## config.mk

```make
export PLATFORM = sky130hd
export DESIGN_NAME = dual_nmi_aggregator
export DESIGN_NICKNAME = d
export VERILOG_FILES = /design/src/nmi_agg_pkg.sv /design/src/dual_nmi_aggregator.sv
export VERILOG_INCLUDE_DIRS = /design/src
export SDC_FILE = /design/constraint.sdc
export NUM_CORES = 1
export LEC_CHECK = 0
export BUFFER_PORTS_ARGS = -buffer_cell sky130_fd_sc_hd__clkbuf_2
export CORE_MARGIN = 2
export CORE_UTILIZATION = 52
export CTS_CLUSTER_DIAMETER = 100
export CTS_CLUSTER_SIZE = 10
export DETAILED_ROUTE_END_ITERATION = 8
export PLACE_DENSITY = 0.69
export SETUP_SLACK_MARGIN = 0.1
export SYNTH_ARGS = -nofsm -noshare
export SYNTH_HDL_FRONTEND = slang
export SYNTH_SLANG_ARGS = --single-unit
```

## constraint.sdc

```tcl
create_clock -name CORE_CLK -period 6.45 [get_ports CORE_CLK]
set_input_delay 0.3225 -clock CORE_CLK [delete_from_list [all_inputs] [get_ports CORE_CLK]]
set_output_delay 0.3225 -clock CORE_CLK [all_outputs]
set_load 0.05 [all_outputs]
```

## src/nmi_agg_regs.svh

```systemverilog
`ifndef NMI_AGG_REGS_SVH
`define NMI_AGG_REGS_SVH
// Byte offsets of the APB register map.
`define OFF_M_FLAGS      12'h000
`define OFF_M_CLEAR      12'h004
`define OFF_M_FORCE      12'h008
`define OFF_M_WDCTL      12'h00C
`define OFF_C_FLAGS      12'h010
`define OFF_C_CLEAR      12'h014
`define OFF_C_FORCE      12'h018
`define OFF_C_WDCTL      12'h01C
`define OFF_IRQ_STATUS   12'h020
`define OFF_IRQ_MASK     12'h024
`define OFF_WD_COUNT_M   12'h028
`define OFF_WD_COUNT_C   12'h02C
// Flag bit positions, master side.
`define M_BIT_CTRL_WD    0
`define M_BIT_VEC_ERR    1
`define M_BIT_OSC        2
`define M_BIT_ABUS       3
`define M_BIT_EXT        4
`define M_BIT_MST_BIST   5
`define M_BIT_CTL_BIST   6
// Flag bit positions, control side.
`define C_BIT_OSC        0
`define C_BIT_ABUS       1
`define C_BIT_RAM        2
`define C_BIT_FLASH      3
`define C_BIT_VEC_ERR    4
`define C_BIT_CTL_BIST   5
`define C_BIT_MST_BIST   6
// Event status bits.
`define EV_M_NMI         0
`define EV_C_NMI         1
`define EV_M_EXPIRE      2
`define EV_C_EXPIRE      3
// Reset values.
`define FLAGS_RST        7'h00
`define MASK_RST         4'h0
// Watchdog timeout in microseconds and cycles at 25 MHz.
`define WD_TIMEOUT_US    100
`define CLK_MHZ          25
`define WD_CYCLES        (`WD_TIMEOUT_US * `CLK_MHZ)
// Width of the reset pulse driven out on the system reset pin.
`define RST_PULSE_CYCLES 16
`endif

```

## src/nmi_agg_pkg.sv

```systemverilog
package nmi_agg_pkg;
	typedef logic [6:0] flags_t;
	typedef struct packed {
		logic ext_emergency;
		logic analog_bus_err;
		logic osc_missing;
		logic vector_fetch_err;
		logic ram_uncorrectable;
		logic flash_uncorrectable;
		logic master_selftest_err;
		logic control_selftest_err;
	} err_src_t;
	typedef struct packed {
		logic master_nmi_irq;
		logic master_nmi_wd_arm;
		logic master_nmi_wd_reset;
		logic control_nmi_irq;
		logic control_nmi_wd_arm;
		logic control_nmi_wd_reset;
		logic control_wd_reset_source;
	} nmi_out_t;
	typedef enum logic [1:0] {WD_IDLE, WD_COUNT, WD_EXPIRED} wd_state_t;
endpackage

```

## src/dual_nmi_aggregator.sv

```systemverilog
// Decided for this implementation: the register offsets and register access over APB.
`include "nmi_agg_regs.svh"
module dual_nmi_aggregator
	import nmi_agg_pkg::*;
#(
	parameter int WD_CYCLES = `WD_CYCLES
)
(
	// Clock and reset.
	input  wire logic        CORE_CLK,
	input  wire logic        SYS_RST,
	// APB slave.
	input  wire logic        PSEL,
	input  wire logic        PENABLE,
	input  wire logic        PWRITE,
	input  wire logic [11:0] PADDR,
	input  wire logic [31:0] PWDATA,
	output logic      [31:0] PRDATA,
	output logic             PREADY,
	output logic             PSLVERR,
	// Error sources from outside the clock domain.
	input  wire err_src_t    ERR_SRC,
	input  wire logic [1:0]  GEN_WD_EXPIRE,
	// NMI and reset outputs.
	output nmi_out_t         NMI_OUT,
	output logic             RST_PIN_OUT,
	output logic             RST_PIN_OE,
	output logic             IRQ
);
	localparam logic [31:0] WD_LOAD = 32'(WD_CYCLES - 1);
	function automatic logic [31:0] zext7(input flags_t f);
		return {25'h000_0000, f};
	endfunction
	// Three-stage synchronisers; a change counts once stages two and three agree.
	logic [9:0] s1_reg;
	logic [9:0] s2_reg;
	logic [9:0] s3_reg;
	logic [9:0] src_reg;
	always_ff @(posedge CORE_CLK or posedge SYS_RST)
	begin
		if (SYS_RST)
		begin
			s1_reg <= 10'h000;
			s2_reg <= 10'h000;
			s3_reg <= 10'h000;
			src_reg <= 10'h000;
		end
		else
		begin
			s1_reg <= {GEN_WD_EXPIRE, ERR_SRC};
			s2_reg <= s1_reg;
			s3_reg <= s2_reg;
			for (int i = 0; i < 10; i++)
				if (s2_reg[i] == s3_reg[i])
					src_reg[i] <= s3_reg[i];
		end
	end
	err_src_t src;
	assign src = err_src_t'(src_reg[7:0]);
	logic gen_wd_any;
	assign gen_wd_any = |src_reg[9:8];
	// APB decode; zero wait states.
	logic wr_en;
	logic rd_en;
	assign wr_en = PSEL && PENABLE && PWRITE;
	assign rd_en = PSEL && !PENABLE && !PWRITE;
	function automatic logic hit(input logic [11:0] a, input logic [11:0] off);
		return a == off;
	endfunction
	flags_t m_flags_reg;
	flags_t c_flags_reg;
	logic c_expire_pulse;
	logic m_expire_pulse;
	flags_t m_set;
	flags_t c_set;
	// Master-side sources.
	always_comb
	begin
		m_set = '0;
		m_set[`M_BIT_CTRL_WD] = c_expire_pulse;
		m_set[`M_BIT_VEC_ERR] = src.vector_fetch_err;
		m_set[`M_BIT_OSC] = src.osc_missing;
		m_set[`M_BIT_ABUS] = src.analog_bus_err;
		m_set[`M_BIT_EXT] = src.ext_emergency;
		m_set[`M_BIT_MST_BIST] = src.master_selftest_err;
		m_set[`M_BIT_CTL_BIST] = src.control_selftest_err;
		if (wr_en && hit(PADDR, `OFF_M_FORCE))
			m_set = m_set | PWDATA[6:0];
	end
	// Control-side sources.
	always_comb
	begin
		c_set = '0;
		c_set[`C_BIT_OSC] = src.osc_missing;
		c_set[`C_BIT_ABUS] = src.analog_bus_err;
		c_set[`C_BIT_RAM] = src.ram_uncorrectable;
		c_set[`C_BIT_FLASH] = src.flash_uncorrectable;
		c_set[`C_BIT_VEC_ERR] = src.vector_fetch_err;
		c_set[`C_BIT_CTL_BIST] = src.control_selftest_err;
		c_set[`C_BIT_MST_BIST] = src.master_selftest_err;
		if (wr_en && hit(PADDR, `OFF_C_FORCE))
			c_set = c_set | PWDATA[6:0];
	end
	// Sticky flags: a set in the clearing cycle wins.
	always_ff @(posedge CORE_CLK or posedge SYS_RST)
	begin
		if (SYS_RST)
			m_flags_reg <= `FLAGS_RST;
		else if (wr_en && hit(PADDR, `OFF_M_CLEAR))
			m_flags_reg <= (m_flags_reg & ~PWDATA[6:0]) | m_set;
		else
			m_flags_reg <= m_flags_reg | m_set;
	end
	always_ff @(posedge CORE_CLK or posedge SYS_RST)
	begin
		if (SYS_RST)
			c_flags_reg <= `FLAGS_RST;
		else if (wr_en && hit(PADDR, `OFF_C_CLEAR))
			c_flags_reg <= (c_flags_reg & ~PWDATA[6:0]) | c_set;
		else
			c_flags_reg <= c_flags_reg | c_set;
	end
	// Rising edges of the flag summaries arm the watchdogs.
	logic m_any_reg;
	logic c_any_reg;
	logic m_rise;
	logic c_rise;
	assign m_rise = (|m_flags_reg) && !m_any_reg;
	assign c_rise = (|c_flags_reg) && !c_any_reg;
	always_ff @(posedge CORE_CLK or posedge SYS_RST)
	begin
		if (SYS_RST)
		begin
			m_any_reg <= 1'b0;
			c_any_reg <= 1'b0;
		end
		else
		begin
			m_any_reg <= |m_flags_reg;
			c_any_reg <= |c_flags_reg;
		end
	end
	// Watchdog disable: writing one to bit 0 of the control register.
	logic m_dis;
	logic c_dis;
	assign m_dis = wr_en && hit(PADDR, `OFF_M_WDCTL) && PWDATA[0];
	assign c_dis = wr_en && hit(PADDR, `OFF_C_WDCTL) && PWDATA[0];
	wd_state_t m_st_reg;
	wd_state_t c_st_reg;
	logic [31:0] m_cnt_reg;
	logic [31:0] c_cnt_reg;
	always_ff @(posedge CORE_CLK or posedge SYS_RST)
	begin
		if (SYS_RST)
		begin
			m_st_reg <= WD_IDLE;
			m_cnt_reg <= 32'h0000_0000;
		end
		else if (m_dis)
		begin
			m_st_reg <= WD_IDLE;
			m_cnt_reg <= 32'h0000_0000;
		end
		else
		begin
			unique case (m_st_reg)
				WD_IDLE:
					if (m_rise)
					begin
						m_st_reg <= WD_COUNT;
						m_cnt_reg <= 32'h0000_0000;
					end
				WD_COUNT:
					if (m_cnt_reg == WD_LOAD)
						m_st_reg <= WD_EXPIRED;
					else
						m_cnt_reg <= m_cnt_reg + 32'h0000_0001;
				WD_EXPIRED:
					m_st_reg <= WD_EXPIRED;
				default:
					m_st_reg <= WD_IDLE;
			endcase
		end
	end
	always_ff @(posedge CORE_CLK or posedge SYS_RST)
	begin
		if (SYS_RST)
		begin
			c_st_reg <= WD_IDLE;
			c_cnt_reg <= 32'h0000_0000;
		end
		else if (c_dis)
		begin
			c_st_reg <= WD_IDLE;
			c_cnt_reg <= 32'h0000_0000;
		end
		else
		begin
			unique case (c_st_reg)
				WD_IDLE:
					if (c_rise)
					begin
						c_st_reg <= WD_COUNT;
						c_cnt_reg <= 32'h0000_0000;
					end
				WD_COUNT:
					if (c_cnt_reg == WD_LOAD)
						c_st_reg <= WD_EXPIRED;
					else
						c_cnt_reg <= c_cnt_reg + 32'h0000_0001;
				WD_EXPIRED:
					c_st_reg <= WD_EXPIRED;
				default:
					c_st_reg <= WD_IDLE;
			endcase
		end
	end
	assign m_expire_pulse = (m_st_reg == WD_COUNT) && (m_cnt_reg == WD_LOAD) && !m_dis;
	assign c_expire_pulse = (c_st_reg == WD_COUNT) && (c_cnt_reg == WD_LOAD) && !c_dis;
	// NMI and reset outputs, all registered.
	always_ff @(posedge CORE_CLK or posedge SYS_RST)
	begin
		if (SYS_RST)
			NMI_OUT <= '0;
		else
		begin
			NMI_OUT.master_nmi_irq <= |m_flags_reg;
			NMI_OUT.master_nmi_wd_arm <= m_rise;
			NMI_OUT.master_nmi_wd_reset <= m_st_reg == WD_EXPIRED;
			NMI_OUT.control_nmi_irq <= |c_flags_reg;
			NMI_OUT.control_nmi_wd_arm <= c_rise;
			NMI_OUT.control_nmi_wd_reset <= c_st_reg == WD_EXPIRED;
			NMI_OUT.control_wd_reset_source <= c_st_reg == WD_EXPIRED;
		end
	end
	// Active-low reset pulse on the system reset pin.
	logic [4:0] pulse_cnt_reg;
	always_ff @(posedge CORE_CLK or posedge SYS_RST)
	begin
		if (SYS_RST)
			pulse_cnt_reg <= 5'h00;
		else if (m_expire_pulse || (gen_wd_any && pulse_cnt_reg == 5'h00))
			pulse_cnt_reg <= 5'(`RST_PULSE_CYCLES);
		else if (pulse_cnt_reg != 5'h00)
			pulse_cnt_reg <= pulse_cnt_reg - 5'h01;
	end
	always_ff @(posedge CORE_CLK or posedge SYS_RST)
	begin
		if (SYS_RST)
		begin
			RST_PIN_OUT <= 1'b1;
			RST_PIN_OE <= 1'b0;
		end
		else
		begin
			RST_PIN_OUT <= 1'b0;
			RST_PIN_OE <= pulse_cnt_reg != 5'h00;
		end
	end
	// Interrupt status: sticky, write one to clear, set wins.
	logic [3:0] ev_set;
	logic [3:0] irq_status_reg;
	logic [3:0] irq_mask_reg;
	assign ev_set = {c_expire_pulse, m_expire_pulse, c_rise, m_rise};
	always_ff @(posedge CORE_CLK or posedge SYS_RST)
	begin
		if (SYS_RST)
			irq_status_reg <= 4'h0;
		else if (wr_en && hit(PADDR, `OFF_IRQ_STATUS))
			irq_status_reg <= (irq_status_reg & ~PWDATA[3:0]) | ev_set;
		else
			irq_status_reg <= irq_status_reg | ev_set;
	end
	always_ff @(posedge CORE_CLK or posedge SYS_RST)
	begin
		if (SYS_RST)
			irq_mask_reg <= `MASK_RST;
		else if (wr_en && hit(PADDR, `OFF_IRQ_MASK))
			irq_mask_reg <= PWDATA[3:0];
	end
	always_ff @(posedge CORE_CLK or posedge SYS_RST)
	begin
		if (SYS_RST)
			IRQ <= 1'b0;
		else
			IRQ <= |(irq_status_reg & irq_mask_reg);
	end
	// Read data is captured in the setup cycle and shown in the access cycle.
	always_ff @(posedge CORE_CLK or posedge SYS_RST)
	begin
		if (SYS_RST)
		begin
			PRDATA <= 32'h0000_0000;
			PSLVERR <= 1'b0;
		end
		else if (rd_en)
		begin
			PSLVERR <= 1'b0;
			unique case (PADDR)
				`OFF_M_FLAGS: PRDATA <= zext7(m_flags_reg);
				`OFF_C_FLAGS: PRDATA <= zext7(c_flags_reg);
				`OFF_M_WDCTL: PRDATA <= {30'h0000_0000, m_st_reg};
				`OFF_C_WDCTL: PRDATA <= {30'h0000_0000, c_st_reg};
				`OFF_IRQ_STATUS: PRDATA <= {28'h000_0000, irq_status_reg};
				`OFF_IRQ_MASK: PRDATA <= {28'h000_0000, irq_mask_reg};
				`OFF_WD_COUNT_M: PRDATA <= m_cnt_reg;
				`OFF_WD_COUNT_C: PRDATA <= c_cnt_reg;
				`OFF_M_CLEAR, `OFF_M_FORCE, `OFF_C_CLEAR, `OFF_C_FORCE: PRDATA <= 32'h0000_0000;
				default:
				begin
					PRDATA <= 32'h0000_0000;
					PSLVERR <= 1'b1;
				end
			endcase
		end
		else
			PSLVERR <= 1'b0;
	end
	always_ff @(posedge CORE_CLK or posedge SYS_RST)
	begin
		if (SYS_RST)
			PREADY <= 1'b0;
		else
			PREADY <= PSEL && !PENABLE;
	end

	// Assertions.
	chk_master_irq_flag: assert property (@(posedge CORE_CLK) disable iff (SYS_RST)
		(|m_flags_reg) |=> NMI_OUT.master_nmi_irq) else $error("master irq missing");
	chk_control_irq_flag: assert property (@(posedge CORE_CLK) disable iff (SYS_RST)
		(|c_flags_reg) |=> NMI_OUT.control_nmi_irq) else $error("control irq missing");
	chk_flag_sticky: assert property (@(posedge CORE_CLK) disable iff (SYS_RST)
		(m_flags_reg[0] && !(wr_en && PADDR == `OFF_M_CLEAR)) |=> m_flags_reg[0]) else $error("flag lost");
	chk_force_sets: assert property (@(posedge CORE_CLK) disable iff (SYS_RST)
		(wr_en && PADDR == `OFF_M_FORCE && PWDATA[2]) |=> m_flags_reg[2]) else $error("force ignored");
	chk_cforce_sets: assert property (@(posedge CORE_CLK) disable iff (SYS_RST)
		(wr_en && PADDR == `OFF_C_FORCE && PWDATA[3]) |=> c_flags_reg[3]) else $error("control force ignored");
	chk_wd_disable: assert property (@(posedge CORE_CLK) disable iff (SYS_RST)
		m_dis |=> (m_st_reg == WD_IDLE && m_cnt_reg == 32'h0000_0000)) else $error("disable failed");
	chk_master_expire: assert property (@(posedge CORE_CLK) disable iff (SYS_RST)
		m_expire_pulse |=> ##1 NMI_OUT.master_nmi_wd_reset) else $error("no master reset");
	chk_ctrl_feeds_master: assert property (@(posedge CORE_CLK) disable iff (SYS_RST)
		c_expire_pulse |=> m_flags_reg[`M_BIT_CTRL_WD]) else $error("control expiry not fed");
	chk_pin_pulse: assert property (@(posedge CORE_CLK) disable iff (SYS_RST)
		m_expire_pulse |=> ##1 RST_PIN_OE) else $error("no pin pulse");
	chk_ram_arms: assert property (@(posedge CORE_CLK) disable iff (SYS_RST)
		(c_st_reg == WD_IDLE && !c_any_reg && src.ram_uncorrectable && !c_dis) |=> ##1 c_st_reg == WD_COUNT)
		else $error("ram error did not arm");
	cov_master_expire: cover property (@(posedge CORE_CLK) m_expire_pulse);
	cov_control_expire: cover property (@(posedge CORE_CLK) c_expire_pulse);
	cov_disable_in_time: cover property (@(posedge CORE_CLK) (m_st_reg == WD_COUNT) ##1 m_dis);
endmodule

```

---- After elaboration in Yosys (flattened, before gate mapping) ----
Cells that the tools add are included.
word-level totals
  output and inout bits ................... 44
  bits of input ports ..................... 59
  register bits after elaboration ......... 178
operators by class
  eq/ne operators ......................... 33
  $add $sub $neg .......................... 3
  multiplexer cells ....................... 26
  reductions and logical operators ........ 45
  bitwise logic cells ..................... 14
operator list
  operator                                                                  number
  32-bit one-hot mux with 8 select lines                                    1
  32-bit two-way mux                                                        6
  32-bit one-hot mux with 2 select lines                                    2
  32-bit by 1-bit adder with 32-bit output (second input constant)          2
  32-bit by 12-bit equality test with 1-bit output (second input constant)  2
  12-bit by 5-bit equality test with 1-bit output (second input constant)   4
  12-bit by 6-bit equality test with 1-bit output (second input constant)   4
  7-bit OR                                                                  6
  7-bit two-way mux                                                         4
  12-bit by 4-bit equality test with 1-bit output (second input constant)   2
  1-bit logical AND                                                         21
  7-bit AND                                                                 2
  7-bit OR reduction                                                        2
  12-bit by 3-bit equality test with 1-bit output (second input constant)   1
  12-bit logical NOT                                                        1
  2-bit two-way mux                                                         6
  3-bit inequality test (second input constant)                             4
  2-bit one-hot mux with 3 select lines                                     2
  12-bit OR reduction                                                       1
  1-bit equality test                                                       10
  5-bit two-way mux                                                         2
  4-bit AND                                                                 2
  4-bit OR                                                                  2
  7-bit inverter                                                            1
  other kinds (18)                                                          31

---- Longest topological paths before layout ----
  depth after elaboration ................. 10
  gate-level depth with buffers ........... 9

---- Worst setup path after synthesis ----
OpenSTA, ideal clock, no wires.
  path kind ............................... register to register
  start ................................... reg m_st_reg[0]
  end ..................................... reg m_cnt_reg[26]
  setup slack ............................. 4.220 ns
  data required time ...................... 6.367 ns
  cell stages (with the launch flop) ...... 10
  arrival time ............................ 2.146 ns
  path through ............................ dfrtp_1 inv_1 ha_1 or4b_2 o221ai_1 a31o_1 buf_4 buf_4 a22oi_1 o22ai_1
between the ends
  word-level cells in the longest chain between the ends .. 3
RTL lines
  item                                                                                 RTL line                    text
  from (decl)                                                                          dual_nmi_aggregator.sv:148  wd_state_t m_st_reg;
  from (signal assigned)                                                               dual_nmi_aggregator.sv:156  m_st_reg <= WD_IDLE;
  from (signal assigned)                                                               dual_nmi_aggregator.sv:161  m_st_reg <= WD_IDLE;
  from (signal assigned)                                                               dual_nmi_aggregator.sv:170  m_st_reg <= WD_COUNT;
  2-bit by 1-bit equality test with 1-bit output or 2-bit logical NOT (tied branches)  dual_nmi_aggregator.sv:166  unique case (m_st_reg)
  3-bit inequality test (no line), or another cell as far along                        --
  3-bit AND reduction (no line) or 32-bit two-way mux (tied branches)                  --
  to (signal assigned)                                                                 dual_nmi_aggregator.sv:177  m_cnt_reg <= m_cnt_reg + 32'h0000_0001;
  to (decl)                                                                            dual_nmi_aggregator.sv:150  logic [31:0] m_cnt_reg;
Several ways; a longest one is shown, not always the timed one.
A chain may end at the register's enable or synchronous reset.

---- Worst setup path in the final report ----
  start ................................... reg m_st_reg[0]
  end ..................................... reg m_cnt_reg[1]
The elaborated chain is that of the path after synthesis.

==> impl_metrics.py <==
metrics = {
    "pwr": {
        "ir_worst_vdd_mv": 0.216,
        "p_leak_nw": 4.18,
        "powerDensity_mw_per_mm2": 279,
        "p_sw_mw": 0.984,
        "combinationalPowerShare": 0.180,
        "p_clk_frac": 0.382,
        "p_sw_frac": 0.342,
        "p_int_mw": 1.90,
        "seqPwrFrac": 0.438,
    },
    "placed_design": {
        "place.port_buffers": 77,
        "dpl_cell_area_mm2": 0.00958,
        "hpwl_um": 17200,
        "gp_congestion": 0.898,
    },
    "finish": {
        "stdcell_area_mm2": 0.0103,
        "n_antenna_cell": 0,
        "final_common_cell": "dfrtp_1",
        "final_nets": 1048,
        "fillCellCount": 1472,
        "synthToLayoutAreaGrowth_pct": 13.0,
        "final_layout_size_suffix_gt1_frac": 0.143,
        "layout_common_cells": "dfrtp_1 (177), nand2_1 (88), clkbuf_2 (77), nor2_1 (54)",
    },
    "clocking": {
        "clk_latency_ns": 0.45,
        "clk_pin_slew_worst_paths_ns": 0.08,
        "numClockSinks": 178,
        "htreeDepth": 4,
        "root_buffer": "clkbuf_16",
        "cts_tree": "yes",
        "cts_buffer_depth": 2,
        "post_cts_resized": 0,
        "cts_buffers": 17,
        "postCtsSetupBuffers": 0,
        "cts_hold_buf": 10,
    },
    "setup_path": {
        "cpPeakStageDelay_ns": 0.88,
        "crit_type": "reg2reg",
        "worst_setup_path_end_kind": "flop",
        "cp.required_ns": 6.79,
        "reg2reg_slack_ns": 3.07,
        "crit_arrival_ns": 3.72,
        "start_kind": "flop",
        "path_cells": "inv_1, ha_1, or4b_2, o221ai_1, a31o_1, nand2_1, a31o_2",
        "crit_fanout": 28,
        "cpMaxStageDelayCell": "a31o_1",
        "critical_path_buf_inv_count": 1,
        "path_delay_family": "compound AO/OA/AOI/OAI gates",
    },
    "synthesis": {
        "synth-async-reset-ratio": 1.00,
        "synth_cell_type_count": 74,
        "synthFlopType": "dfrtp_1",
        "avgSynthCellArea_um2": 9.80,
        "yosysWarnings": 0,
        "synth_area_mm2": 0.00914,
        "seq_area_frac_synth": 0.488,
        "synth.net_count": 1003,
        "ys_seq_elements": 178,
        "synth-edff-count": 0,
        "syn_inst": 933,
    },
    "detailed_routing": {
        "vias": 7938,
        "wl_um": 25000,
        "vias_per_cell": 6.53,
        "drtIter0Drc": 921,
        "drc": 0,
        "route.detailed.wl_per_inst_um": 20.6,
        "first_pass_iters": 5,
        "ant_nets": 0,
    },
    "run_status": {
        "status": "finished, final reports clean",
    },
    "floorplan": {
        "start_util": 0.530,
        "dieArea_mm2": 0.0187,
        "die_h_um": 137,
        "die_w_um": 137,
        "io_pins": 103,
        "row_count": 48,
        "core-area_mm2": 0.0172,
    },
    "sta": {
        "post-route-min-period_ns": 3.38,
        "period_share": 0.523,
        "slew_headroom": 0.151,
        "slew_violations": 0,
        "hold_viol": 0,
        "tightest_slew_ns": 1.27,
        "fmax_ghz": 0.296,
        "skew_ns": 0.00946,
        "grt_setup_unrepaired": "false",
        "fin_tns_setup_ns": 0,
        "setup_viol": 0,
    },
    "global_routing": {
        "grt_overflow": 0,
        "grt_first_pass_wirelength_um": 40100,
        "grt_antenna_before_repair": 0,
        "grt_pass1_vias": 7222,
        "grt_max_degree": 117,
        "grt_use_total": 0.278,
    },
    "min_path": {
        "hold_path_class": "in2async",
    },
    "run": {
        "cap_violations": 0,
    },
}
[power by group through the flow]
stage          Sequential [mW]  Clock (mW)  Combinational [mW]
5_1_grt                   1.27        1.16               0.570
3_3_place_gp              1.28           0               0.503
6_report                  1.26        1.10               0.519
2_1_floorplan             1.27           0               0.366
3_5_place_dp              1.28           0               0.508
4_1_cts                   1.26        1.11               0.515
[metal layers]
| layer | vias up | track usage | routed length [um] |
|---|---|---|---|
| met1 | 3922 | 0.416 | 11100 |
| li1 | 3638 | - | - |
| met4 | 0 | 0.0700 | 351 |
| met3 | 34 | 0.0489 | 1880 |
| met2 | 344 | 0.421 | 11700 |
| met5 | - | 0 | 0 |
[per-stage QoR]
step / setup slack, ns / std cells / total power, mW / hold WS [ns] / utilization
CTS: 3.11 / 1216 / 2.89 / 0.0691 / 0.599
detailed placement: 3.16 / 1174 / 1.79 / 0.336 / 0.556
global placement: 3.15 / 1174 / 1.78 / 0.332 / 0.556
floorplan: 1.30 / 933 / 1.64 / 0.331 / -
finish: 3.07 / 1216 / 2.88 / 0.0802 / 0.599
global route: 2.88 / 1216 / 3.01 / 0.0912 / 0.599
[synthesized netlist by cell type, drive strengths merged (10+ instances only)]
library cell | instances | area share
a21oi | 15 | 0.0082
a221o | 16 | 0.018
a22oi | 37 | 0.030
a31oi | 24 | 0.016
and3 | 10 | 0.0068
buf | 20 | 0.013
clkbuf | 48 | 0.020
dfrtp | 177 | 0.48
ha | 11 | 0.015
inv | 41 | 0.017
maj3 | 10 | 0.011
mux2i | 19 | 0.021
nand2 | 88 | 0.036
nand3 | 40 | 0.022
nand4 | 49 | 0.035
nor2 | 56 | 0.023
nor3 | 18 | 0.010
nor4 | 28 | 0.023
o211ai | 12 | 0.0099
o21ai | 55 | 0.031
or4 | 16 | 0.013
[cell families after synthesis]
family | synth area share
compound gates | 0.191
xor+xnor | 0.00288
fa+ha+maj | 0.0260
buf+inv | 0.0493
flops | 0.488
mux | 0.0319
other cells | 0.000410
simple gates | 0.211
[area by class of cell]
cell class | instances | area [um2] | area share
clock buffer | 17 | 425 | 0.0412
clock inverter | 15 | 221 | 0.0214
inverter | 41 | 159 | 0.0154
multi-input combinational | 646 | 4250 | 0.411
sequential | 178 | 4460 | 0.431
tap | 225 | 282 | 0.0273
timing repair buffer | 94 | 538 | 0.0521
[final timing paths]
path	from	end	depth (start not counted)
setup / recovery	m_st_reg[0]	m_cnt_reg[1]	7
hold / removal	SYS_RST	PREADY	2
setup reg to reg	m_st_reg[0]	m_cnt_reg[1]	7
hold reg to reg	s1_reg[2]	s2_reg[2]	0
max in group asynchronous	SYS_RST	m_cnt_reg[9]	3
min in group CORE_CLK	PENABLE	PREADY	2
Power figures use the tool's default switching activity.
